## config.mk

```make
export PLATFORM = sky130hd
export DESIGN_NAME = tkcal_top
export DESIGN_NICKNAME = d
export VERILOG_FILES = /design/src/include/tkcal_pkg.sv /design/src/include/tkcal_flt_if.sv /design/src/logic/tkcal_top.sv /design/src/logic/tkcal_filter.sv
export SDC_FILE = /design/constraint.sdc
export NUM_CORES = 1
export LEC_CHECK = 0
export ABC_AREA = 1
export BUFFER_PORTS_ARGS = -buffer_cell sky130_fd_sc_hd__buf_2
export CELL_PAD_IN_SITES_DETAIL_PLACEMENT = 0
export CELL_PAD_IN_SITES_GLOBAL_PLACEMENT = 1
export CORE_MARGIN = 5
export CORE_UTILIZATION = 44
export DETAILED_ROUTE_END_ITERATION = 10
export MAX_ROUTING_LAYER = met4
export PLACE_DENSITY_LB_ADDON = 0.1
export SYNTH_ARGS = -nofsm -noshare
export SYNTH_HDL_FRONTEND = slang
export SYNTH_SLANG_ARGS = --single-unit
export TNS_END_PERCENT = 50
```

## constraint.sdc

```tcl
create_clock -name core_clk -period 4.1 [get_ports core_clk]
set_input_delay 0.82 -clock core_clk [delete_from_list [all_inputs] [get_ports core_clk]]
set_output_delay 0.82 -clock core_clk [all_outputs]
set_load 0.01 [all_outputs]
```

## src/include/tkcal_pkg.sv

```systemverilog
package tkcal_pkg;
    localparam int         NCH        = 3;
    localparam logic [1:0] CH_LAST    = 2'h2;
    // Quantiser: 128 steps of 40 fF give a 7-bit impedance
    localparam int         CAP_STEPS   = 128;
    localparam int         CAP_STEP_FF = 40;
    localparam logic [6:0] IMP_FULL    = 7'h7F;
    // Reference shift span of the delay setting, in fF
    localparam int         REF_SHIFT_MAX_FF = 5100;
    // Working baseline after reset: highest, so the first sample loads it
    localparam logic [6:0] BASE_RST    = 7'h7F;
    localparam logic [7:0] CNT_MAX     = 8'hFF;
    // Timing
    localparam int CLK_MHZ  = 250;
    localparam int TICK_US  = 1000;
    localparam int TICK_CYC = TICK_US * CLK_MHZ;
    localparam int IDLE_US  = 100000;
    localparam int IDLE_CYC = IDLE_US * CLK_MHZ;

    typedef logic [6:0] tkcal_imp_t;
    typedef logic [7:0] tkcal_cnt_t;

    typedef enum logic [1:0] {
        FLT_PLAIN = 2'h0,
        FLT_TOP1  = 2'h1,
        FLT_ALL   = 2'h2,
        FLT_TOP2  = 2'h3
    } tkcal_mode_e;

    typedef enum logic [1:0] {
        PS_ACTIVE          = 2'h0,
        PS_SLEEP           = 2'h1,
        PS_DEEP_POWER_DOWN = 2'h3
    } tkcal_pwr_e;

    // Host sees readout form, comparisons use the inverted form
    function automatic tkcal_imp_t inv_imp(input tkcal_imp_t v);
        return IMP_FULL - v;
    endfunction
endpackage

```

## src/include/tkcal_flt_if.sv

```systemverilog
`timescale 1ns/1ps
interface tkcal_flt_if;
    import tkcal_pkg::*;
    tkcal_cnt_t [NCH-1:0] hit_count;
    tkcal_cnt_t           hit_count_threshold;
    tkcal_mode_e          filter_mode_select;
    logic [NCH-1:0]       pick;
    modport core (output hit_count, hit_count_threshold, filter_mode_select, input pick);
    modport flt  (input hit_count, hit_count_threshold, filter_mode_select, output pick);
endinterface

```

## src/logic/tkcal_top.sv

```systemverilog
`timescale 1ns/1ps
// Behaviour
// each channel has own variance and baseline
// above baseline plus variance: touch, baseline kept
// between variance and env band: no touch, hold
// inside env band above baseline: track upward
// below baseline: load sample as baseline
// compare on 127 minus readout values
// seven-bit impedance, 128 steps of 40 fF
// calibrate only after quiet wait on all channels
// repeat calibrations every recalibration period
// reference delay shifts reference up to 5.1pF
// count raw touches per integration period
// filtered touch needs count above threshold
// mode 1 reports strongest channel only
// mode 2 reports all above threshold
// mode 3 reports two strongest channels
// host picks mode, reads touch byte
// reset enters active state at once
// idle time sleeps, touch in sleep wakes
// sleep calibrates only with sleep bit set
// host may order deep power down
// sleep or power down waits for release
// each pin is touch input or GPIO
// host reaches settings over I2C slave 0x58; here settings are plain input ports, the slave is outside
// evaluate per measurement, equality takes lower case
module tkcal_top
    import tkcal_pkg::*;
#(
    parameter int TICK_CYCLES = TICK_CYC,
    parameter int IDLE_CYCLES = IDLE_CYC
) (
    // Clock and reset
    input  wire logic                  core_clk,
    input  wire logic                  rst_n,
    // Measurement front end
    input  wire logic                  meas_valid,
    input  wire logic [1:0]            meas_chan,
    input  wire tkcal_imp_t            meas_imp,
    output tkcal_imp_t                 ref_delay_out,
    // Calibration settings
    input  wire tkcal_imp_t [NCH-1:0]  touch_var,
    input  wire tkcal_imp_t            env_var,
    input  wire tkcal_imp_t            ref_delay,
    input  wire tkcal_cnt_t            etc_wait,
    input  wire tkcal_cnt_t            recalibration_period,
    input  wire logic                  sleep_calibrate_bit,
    // Filter settings
    input  wire tkcal_cnt_t            integration_time,
    input  wire tkcal_cnt_t            hit_count_threshold,
    input  wire tkcal_mode_e           filter_mode_select,
    // Power commands
    input  wire logic                  sleep_cmd,
    input  wire logic                  deep_power_down_cmd,
    input  wire logic                  wake_cmd,
    // Pin mux
    input  wire logic [NCH-1:0]        touch_mode,
    input  wire logic [NCH-1:0]        gpio_dir,
    input  wire logic [NCH-1:0]        gpio_out,
    input  wire logic [NCH-1:0]        pad_in,
    output logic [NCH-1:0]             pad_out,
    output logic [NCH-1:0]             pad_oe_n,
    output logic [NCH-1:0]             gpio_in,
    // Results
    output logic [NCH-1:0]             raw_touch,
    output tkcal_imp_t [NCH-1:0]       calibrated_imp,
    output tkcal_cnt_t [NCH-1:0]       hit_count,
    output tkcal_cnt_t                 touch_byte,
    output tkcal_pwr_e                 power_state
);
    tkcal_flt_if flt_bus ();

    tkcal_filter u_filter (
        .f (flt_bus.flt)
    );

    tkcal_imp_t [NCH-1:0] base_ff;
    tkcal_imp_t [NCH-1:0] cal_rd_ff;
    tkcal_cnt_t [NCH-1:0] acc_ff;
    tkcal_cnt_t [NCH-1:0] hit_count_ff;
    logic [NCH-1:0]       raw_touch_ff;
    logic [NCH-1:0]       cal_pend_ff;
    logic [NCH-1:0]       pad_s1_ff;
    logic [NCH-1:0]       pad_s2_ff;
    logic [NCH-1:0]       pad_s3_ff;
    logic [NCH-1:0]       gpio_in_ff;
    logic [NCH-1:0]       pad_out_ff;
    logic [NCH-1:0]       pad_oe_n_ff;
    tkcal_imp_t           ref_delay_ff;
    tkcal_cnt_t           touch_byte_ff;
    tkcal_cnt_t           quiet_cnt_ff;
    tkcal_cnt_t           ival_cnt_ff;
    tkcal_cnt_t           integ_cnt_ff;
    logic [31:0]          tick_cnt_ff;
    logic                 tick_ff;
    logic [31:0]          idle_cnt_ff;
    logic                 sleep_pend_ff;
    logic                 deep_pend_ff;
    tkcal_pwr_e           pwr_ff;
    tkcal_pwr_e           nxt_pwr;

    logic       chan_ok;
    logic [1:0] sel;
    logic       meas_ok;
    tkcal_imp_t w_imp;
    tkcal_imp_t w_base;
    logic [7:0] sum_tv;
    logic [7:0] sum_ev;
    logic       w_hit;
    logic       w_hold;
    logic       w_track;
    logic       w_drop;
    logic       cal_ok;
    logic       quiet;
    logic       cal_fire;
    logic       integ_end;
    logic       held;

    function automatic tkcal_cnt_t sat_inc(input tkcal_cnt_t v, input logic inc);
        return (inc && v != CNT_MAX) ? v + 8'h01 : v;
    endfunction

    // Settings come from the host register port; the serial slave is outside
    assign flt_bus.hit_count           = hit_count_ff;
    assign flt_bus.hit_count_threshold = hit_count_threshold;
    assign flt_bus.filter_mode_select  = filter_mode_select;

    // Classification of one finished measurement
    always_comb begin
        chan_ok = meas_chan <= CH_LAST;
        sel     = chan_ok ? meas_chan : 2'h0;
        meas_ok = meas_valid && chan_ok && touch_mode[sel]
                  && pwr_ff != PS_DEEP_POWER_DOWN;
        w_imp   = inv_imp(meas_imp);
        w_base  = base_ff[sel];
        sum_tv  = {1'b0, w_base} + {1'b0, touch_var[sel]};
        sum_ev  = {1'b0, w_base} + {1'b0, env_var};
        w_hit   = {1'b0, w_imp} > sum_tv;
        w_hold  = !w_hit && {1'b0, w_imp} > sum_ev;
        w_track = !w_hit && !w_hold && w_imp > w_base;
        w_drop  = w_imp < w_base;
        cal_ok  = pwr_ff == PS_ACTIVE
                  || (pwr_ff == PS_SLEEP && sleep_calibrate_bit);
        quiet   = raw_touch_ff == '0 && quiet_cnt_ff == etc_wait;
        cal_fire  = quiet && tick_ff && ival_cnt_ff == 8'h00;
        integ_end = tick_ff && integ_cnt_ff >= integration_time;
        held      = raw_touch_ff != '0 || touch_byte_ff != 8'h00;
    end

    // Baseline per channel
    always_ff @(posedge core_clk or negedge rst_n) begin
        if (!rst_n) begin
            base_ff <= {NCH{BASE_RST}};
        end else begin
            for (int i = 0; i < NCH; i++) begin
                if (meas_ok && sel == 2'(i) && cal_ok
                    && (w_drop || (w_track && cal_pend_ff[i]))) begin
                    base_ff[i] <= w_imp;
                end
            end
        end
    end

    // Readout form trails the working baseline by one cycle
    always_ff @(posedge core_clk or negedge rst_n) begin
        if (!rst_n) begin
            cal_rd_ff <= {NCH{IMP_FULL - BASE_RST}};
        end else begin
            for (int i = 0; i < NCH; i++) begin
                cal_rd_ff[i] <= inv_imp(base_ff[i]);
            end
        end
    end

    // Raw touch state, refreshed on each measurement of a channel
    always_ff @(posedge core_clk or negedge rst_n) begin
        if (!rst_n) begin
            raw_touch_ff <= '0;
        end else begin
            for (int i = 0; i < NCH; i++) begin
                if (!touch_mode[i] || pwr_ff == PS_DEEP_POWER_DOWN) begin
                    raw_touch_ff[i] <= 1'b0;
                end else if (meas_ok && sel == 2'(i)) begin
                    raw_touch_ff[i] <= w_hit;
                end
            end
        end
    end

    // Time base for all programmable periods
    always_ff @(posedge core_clk or negedge rst_n) begin
        if (!rst_n) begin
            tick_cnt_ff <= 32'h0;
            tick_ff     <= 1'b0;
        end else begin
            tick_ff     <= tick_cnt_ff == 32'(TICK_CYCLES - 1);
            tick_cnt_ff <= (tick_cnt_ff == 32'(TICK_CYCLES - 1)) ? 32'h0 : tick_cnt_ff + 32'h1;
        end
    end

    // Quiet wait on all channels, then periodic calibration permits
    always_ff @(posedge core_clk or negedge rst_n) begin
        if (!rst_n) begin
            quiet_cnt_ff <= 8'h00;
            ival_cnt_ff  <= 8'h00;
        end else begin
            if (raw_touch_ff != '0) begin
                quiet_cnt_ff <= 8'h00;
            end else if (tick_ff && quiet_cnt_ff < etc_wait) begin
                quiet_cnt_ff <= quiet_cnt_ff + 8'h01;
            end else if (quiet_cnt_ff > etc_wait) begin
                quiet_cnt_ff <= etc_wait;
            end
            if (!quiet) begin
                ival_cnt_ff <= 8'h00;
            end else if (cal_fire) begin
                ival_cnt_ff <= recalibration_period;
            end else if (tick_ff) begin
                ival_cnt_ff <= ival_cnt_ff - 8'h01;
            end
        end
    end

    // A permit is spent by one tracking update; a new permit wins
    always_ff @(posedge core_clk or negedge rst_n) begin
        if (!rst_n) begin
            cal_pend_ff <= '0;
        end else begin
            for (int i = 0; i < NCH; i++) begin
                if (cal_fire) begin
                    cal_pend_ff[i] <= 1'b1;
                end else if (raw_touch_ff != '0) begin
                    cal_pend_ff[i] <= 1'b0;
                end else if (meas_ok && sel == 2'(i) && w_track && cal_ok) begin
                    cal_pend_ff[i] <= 1'b0;
                end
            end
        end
    end

    // Hit integration over the programmed period
    always_ff @(posedge core_clk or negedge rst_n) begin
        if (!rst_n) begin
            acc_ff       <= '0;
            hit_count_ff <= '0;
            integ_cnt_ff <= 8'h00;
        end else begin
            integ_cnt_ff <= integ_end ? 8'h00 : integ_cnt_ff + {7'h00, tick_ff};
            for (int i = 0; i < NCH; i++) begin
                if (integ_end) begin
                    hit_count_ff[i] <= sat_inc(acc_ff[i], meas_ok && sel == 2'(i) && w_hit);
                    acc_ff[i]       <= 8'h00;
                end else begin
                    acc_ff[i] <= sat_inc(acc_ff[i], meas_ok && sel == 2'(i) && w_hit);
                end
            end
        end
    end

    always_ff @(posedge core_clk or negedge rst_n) begin
        if (!rst_n) begin
            touch_byte_ff <= 8'h00;
        end else begin
            touch_byte_ff <= {5'h00, flt_bus.pick};
        end
    end

    // Power commands wait while a key is held; a new command wins
    always_ff @(posedge core_clk or negedge rst_n) begin
        if (!rst_n) begin
            sleep_pend_ff <= 1'b0;
            deep_pend_ff  <= 1'b0;
        end else begin
            sleep_pend_ff <= sleep_cmd
                             || (sleep_pend_ff && !wake_cmd && pwr_ff == PS_ACTIVE && held);
            deep_pend_ff  <= deep_power_down_cmd
                             || (deep_pend_ff && !wake_cmd && pwr_ff != PS_DEEP_POWER_DOWN
                                 && held);
        end
    end

    always_comb begin
        nxt_pwr = pwr_ff;
        unique case (pwr_ff)
            PS_ACTIVE: begin
                if (deep_pend_ff && !held) begin
                    nxt_pwr = PS_DEEP_POWER_DOWN;
                end else if (!held
                             && (sleep_pend_ff || idle_cnt_ff == 32'(IDLE_CYCLES - 1))) begin
                    // A touch measured in the last idle cycle does not block sleep; it wakes the part next cycle
                    nxt_pwr = PS_SLEEP;
                end
            end
            PS_SLEEP: begin
                if (raw_touch_ff != '0) begin
                    nxt_pwr = PS_ACTIVE;
                end else if (deep_pend_ff) begin
                    nxt_pwr = PS_DEEP_POWER_DOWN;
                end
            end
            PS_DEEP_POWER_DOWN: begin
                if (wake_cmd) begin
                    nxt_pwr = PS_ACTIVE;
                end
            end
            default: nxt_pwr = PS_ACTIVE;
        endcase
    end

    always_ff @(posedge core_clk or negedge rst_n) begin
        if (!rst_n) begin
            pwr_ff <= PS_ACTIVE;
        end else begin
            pwr_ff <= nxt_pwr;
        end
    end

    // Inactivity timer runs only in active state
    always_ff @(posedge core_clk or negedge rst_n) begin
        if (!rst_n) begin
            idle_cnt_ff <= 32'h0;
        end else if (held || pwr_ff != PS_ACTIVE || nxt_pwr != PS_ACTIVE) begin
            idle_cnt_ff <= 32'h0;
        end else begin
            idle_cnt_ff <= idle_cnt_ff + 32'h1;
        end
    end

    // Pin mux; input change accepted once stages two and three agree
    always_ff @(posedge core_clk or negedge rst_n) begin
        if (!rst_n) begin
            pad_s1_ff    <= '0;
            pad_s2_ff    <= '0;
            pad_s3_ff    <= '0;
            gpio_in_ff   <= '0;
            pad_out_ff   <= '0;
            pad_oe_n_ff  <= '1;
            ref_delay_ff <= 7'h00;
        end else begin
            pad_s1_ff    <= pad_in;
            pad_s2_ff    <= pad_s1_ff;
            pad_s3_ff    <= pad_s2_ff;
            for (int i = 0; i < NCH; i++) begin
                if (pad_s2_ff[i] == pad_s3_ff[i]) begin
                    gpio_in_ff[i] <= pad_s3_ff[i];
                end
            end
            pad_out_ff   <= gpio_out & ~touch_mode;
            pad_oe_n_ff  <= ~(gpio_dir & ~touch_mode);
            ref_delay_ff <= ref_delay;
        end
    end

    assign ref_delay_out  = ref_delay_ff;
    assign pad_out        = pad_out_ff;
    assign pad_oe_n       = pad_oe_n_ff;
    assign gpio_in        = gpio_in_ff;
    assign raw_touch      = raw_touch_ff;
    assign calibrated_imp = cal_rd_ff;
    assign hit_count      = hit_count_ff;
    assign touch_byte     = touch_byte_ff;
    assign power_state    = pwr_ff;
endmodule // tkcal_top

```

## src/logic/tkcal_filter.sv

```systemverilog
`timescale 1ns/1ps
module tkcal_filter
    import tkcal_pkg::*;
(
    // Strengths in, selection out
    tkcal_flt_if.flt f
);
    // Ties go to the lower channel number
    function automatic logic [1:0] rank_of(input tkcal_cnt_t [NCH-1:0] s, input int i);
        logic [1:0] r;
        r = 2'h0;
        for (int j = 0; j < NCH; j++) begin
            if (j != i && (s[j] > s[i] || (s[j] == s[i] && j < i))) begin
                r = r + 2'h1;
            end
        end
        return r;
    endfunction

    always_comb begin
        logic       above;
        logic [1:0] rk;
        above = 1'b0;
        rk    = 2'h0;
        for (int i = 0; i < NCH; i++) begin
            above = f.hit_count[i] > f.hit_count_threshold;
            rk    = rank_of(f.hit_count, i);
            unique case (f.filter_mode_select)
                FLT_TOP1: f.pick[i] = above && rk == 2'h0;
                FLT_TOP2: f.pick[i] = above && rk <= 2'h1;
                FLT_ALL,
                FLT_PLAIN: f.pick[i] = above;
            endcase
        end
    end
endmodule // tkcal_filter

```

==> reports/results.txt <==
Cell count after placement: 2277
Min Tclk post-route: 3.800 ns
Crit path max-delay family: simple AND/OR/NAND/NOR gates
Final hold vios: 0
Pwr dens: 461.5 nW/µm²
YS warnings: 0
Chip Height: 183.1 µm
Final wirelength: 34900 µm
Ys flop type: dfrtp_1
Worst endpoint required time: 4.56 ns
Port Buffer Count: 165
DRT antenna net count: 0
Die area: 33510 µm²
Worst rel slew slack: 0.3304
Longest Clk Path Bufs: 3
DP Wirelength: 26940 µm
Synth top area share: 0.3665
Ports: 171
EDFF count, synth: 0
Num CTS Buffers: 25
Area growth, synth to finish: 20.72%
Postcts setup bufs: 0
Critical-path top delay cell: ha_1
Routed via count: 11430
Highest clock rate: 263.1 MHz
Iter 0 DRT Violations: 629
Cell area after layout: 15910 µm²
Drt via density: 4.921
Core Region: 29640 µm²
Routed len/inst: 15.02 µm
FF-to-FF path depth: 24
Worst setup EP type: flip-flop
Initial antenna violation count: 0
Critical R2R Launch: base_ff[4]$_DFFE_PN1P_
Post-DP Area: 15060 µm²
GR Overflow Total: 0
CP most frequent cell: inv_1
Hold_ws: 0.3456 ns
Gr usage total: 0.2137
Top-count cell post-synth: nand2_1
N_diodes: 0
Synth area leader: dfrtp_1
Hold Crit Class: in2async
Peak VDD IR: 0.3184 mV
Vias in the first global route: 11350
Max-cap violations: 0
CTS tree: yes
Worst R2R Setup Slack: 0.64 ns
Worst-Margin Slew: 0.9952 ns
Synthesized instance count: 1658
Max stage delay on crit path: 0.32 ns
Async set or reset register ratio after synthesis: 1.000
Non-Filler Instances: 2323
Setup CP Type: in2reg
H-tree depth: 1
DRT Pass-1 Iters: 5
Worst EP arrival: 4.26 ns
Fill count: 2933
Outcome: finished clean
Post-synthesis cell type count: 51
Post-synth top cells: 392 x nand2_1, 253 x inv_1, 193 x dfrtp_1, 159 x nor2_1, 112 x ha_1
Final clock skew: 0.01028 ns
Share of layout cells above drive strength 1: 0.1909
Worst-Skew Late Latency: 0.53 ns
Register area share after synthesis: 0.4143
Core Util, Final: 0.5368
GPL Wtd Cong: 0.8930
Fin crit share: 0.9269
Synth Area per Inst: 7.949 µm²
CTS Sinks: 217
Row count: 63
Fin. max-slew vios: 0
WP buf/inv: 7
Root buffer cell: clkbuf_16
Top post-synthesis cells by area: dfrtp_1 37%, nand2_1 11%, ha_1 11%
Nets: 2123
Die W: 183.1 µm
Synth Register Bits: 217
Hold buffers post-CTS: 0
Synth Cell Area: 13180 µm²
Largest net degree at the start of global routing: 106
Reg2reg end: hit_count[11]$_DFFE_PN0P_
# DRC: 0
CP Launch Type: input port
Clock transition at path regs: 0.06 ns
Crit Path Max Fanout: 12
Pleak: 8.495 nW
First-pass GRT wire length: 57550 µm
Initial core utilization: 0.4447
Final Setup Violations: 0
-- per-layer routing --
metal / up-vias / global-route usage / share of wire
li1: 5850 / - / -
met1: 5282 / 0.2935 / 0.48
met2: 244 / 0.3409 / 0.45
met3: 55 / 0.02678 / 0.045
met4: 0 / 0.05006 / 0.024
met5: - / - / 0
-- layout make-up --
class,count,area [µm²],share of cell area
multi-input combinational,1161,6630,0.4168
clock inverter,12,123.9,0.007786
sequential,217,5460,0.3432
clock buffer,34,709.4,0.04459
tap,390,488.0,0.03067
timing repair buffer,249,1516,0.09532
inverter,260,980.9,0.06166
-- metrics by stage --
step / TNS (ns) / worst slack (ns) / power (W)
final: 0 / 0.2998 / 0.007341
after global routing: -0.00006750 / -0.00006750 / 0.007849
after CTS: 0 / 0.2927 / 0.007415
after detailed placement: -11.67 / -0.2470 / 0.005110
after global placement: -5.795 / -0.1642 / 0.005075
after floorplan: 0 / 0.005465 / 0.004128
-- worst max path at each step --
stage                 startpoint                         to  slack, ns  depth (start not counted)
floorplan           meas_chan[1]  hit_count[15]$_DFFE_PN0P_      0.005                         26
global placement    meas_chan[1]     base_ff[6]$_DFFE_PN1P_      -0.16                         26
detailed placement  meas_chan[0]     base_ff[5]$_DFFE_PN1P_      -0.25                         26
CTS                 meas_chan[0]     base_ff[5]$_DFFE_PN1P_       0.29                         25
global route        meas_chan[0]  hit_count[14]$_DFFE_PN0P_   -0.00007                         29
finish              meas_chan[0]     base_ff[4]$_DFFE_PN1P_       0.30                         25
-- cell usage in the layout (no fill, tap or decap), types with 25 or more instances in the layout --
master and instances:
o21ai_0 74, xor2_1 50, nand4_1 47, nand2_1 392
nor3_1 29, ha_1 111, nor2_1 157, inv_1 252
nand3_1 94, buf_4 80, a21oi_1 79, dfrtp_1 193
buf_2 164, clkbuf_16 25
-- kinds of logic (layout without fill, tap and decap cells) --
group / Yosys count / in the layout / synth area share
AOI/OAI and AO/OA: 195 / 195 / 0.08402
xor gates and xnor gates: 64 / 64 / 0.04253
and+or+nand+nor: 782 / 782 / 0.2656
adders and majority gates: 115 / 115 / 0.1086
DFF: 217 / 217 / 0.4143
other: 1 / 5 / 0.0002845
buffers and inverters: 284 / 555 / 0.08459
-- sequential cells by signal (all words and copies together), names as in the netlist, 2 cells and up --
register	count
pad_oe_n	3
idle_cnt_ff	32
calibrated_imp	21
power_state	2
ref_delay_out	7
pad_out	3
pad_s2_ff	3
hit_count	24
pad_s3_ff	3
pad_s1_ff	3
tick_cnt_ff	32
base_ff	21
ival_cnt_ff	8
cal_pend_ff	3
quiet_cnt_ff	8
gpio_in	3
integ_cnt_ff	8
acc_ff	24
raw_touch	3
touch_byte	3
-- power by group --
part / total, W / switching, W / internal, W
registers: 0.00266 / 0.000198 / 0.00246
logic: 0.00243 / 0.00143 / 0.00100
clock network: 0.00225 / 0.000912 / 0.00134
total: 0.00734 / 0.00254 / 0.00480
-- what timing repair did --
action / CTS / global route
hold endpoints to repair: 0 / 0
endpoints found under the setup margin: 0 / 33
resized for setup: 0 / 4
(Power assumes the default switching activity.)
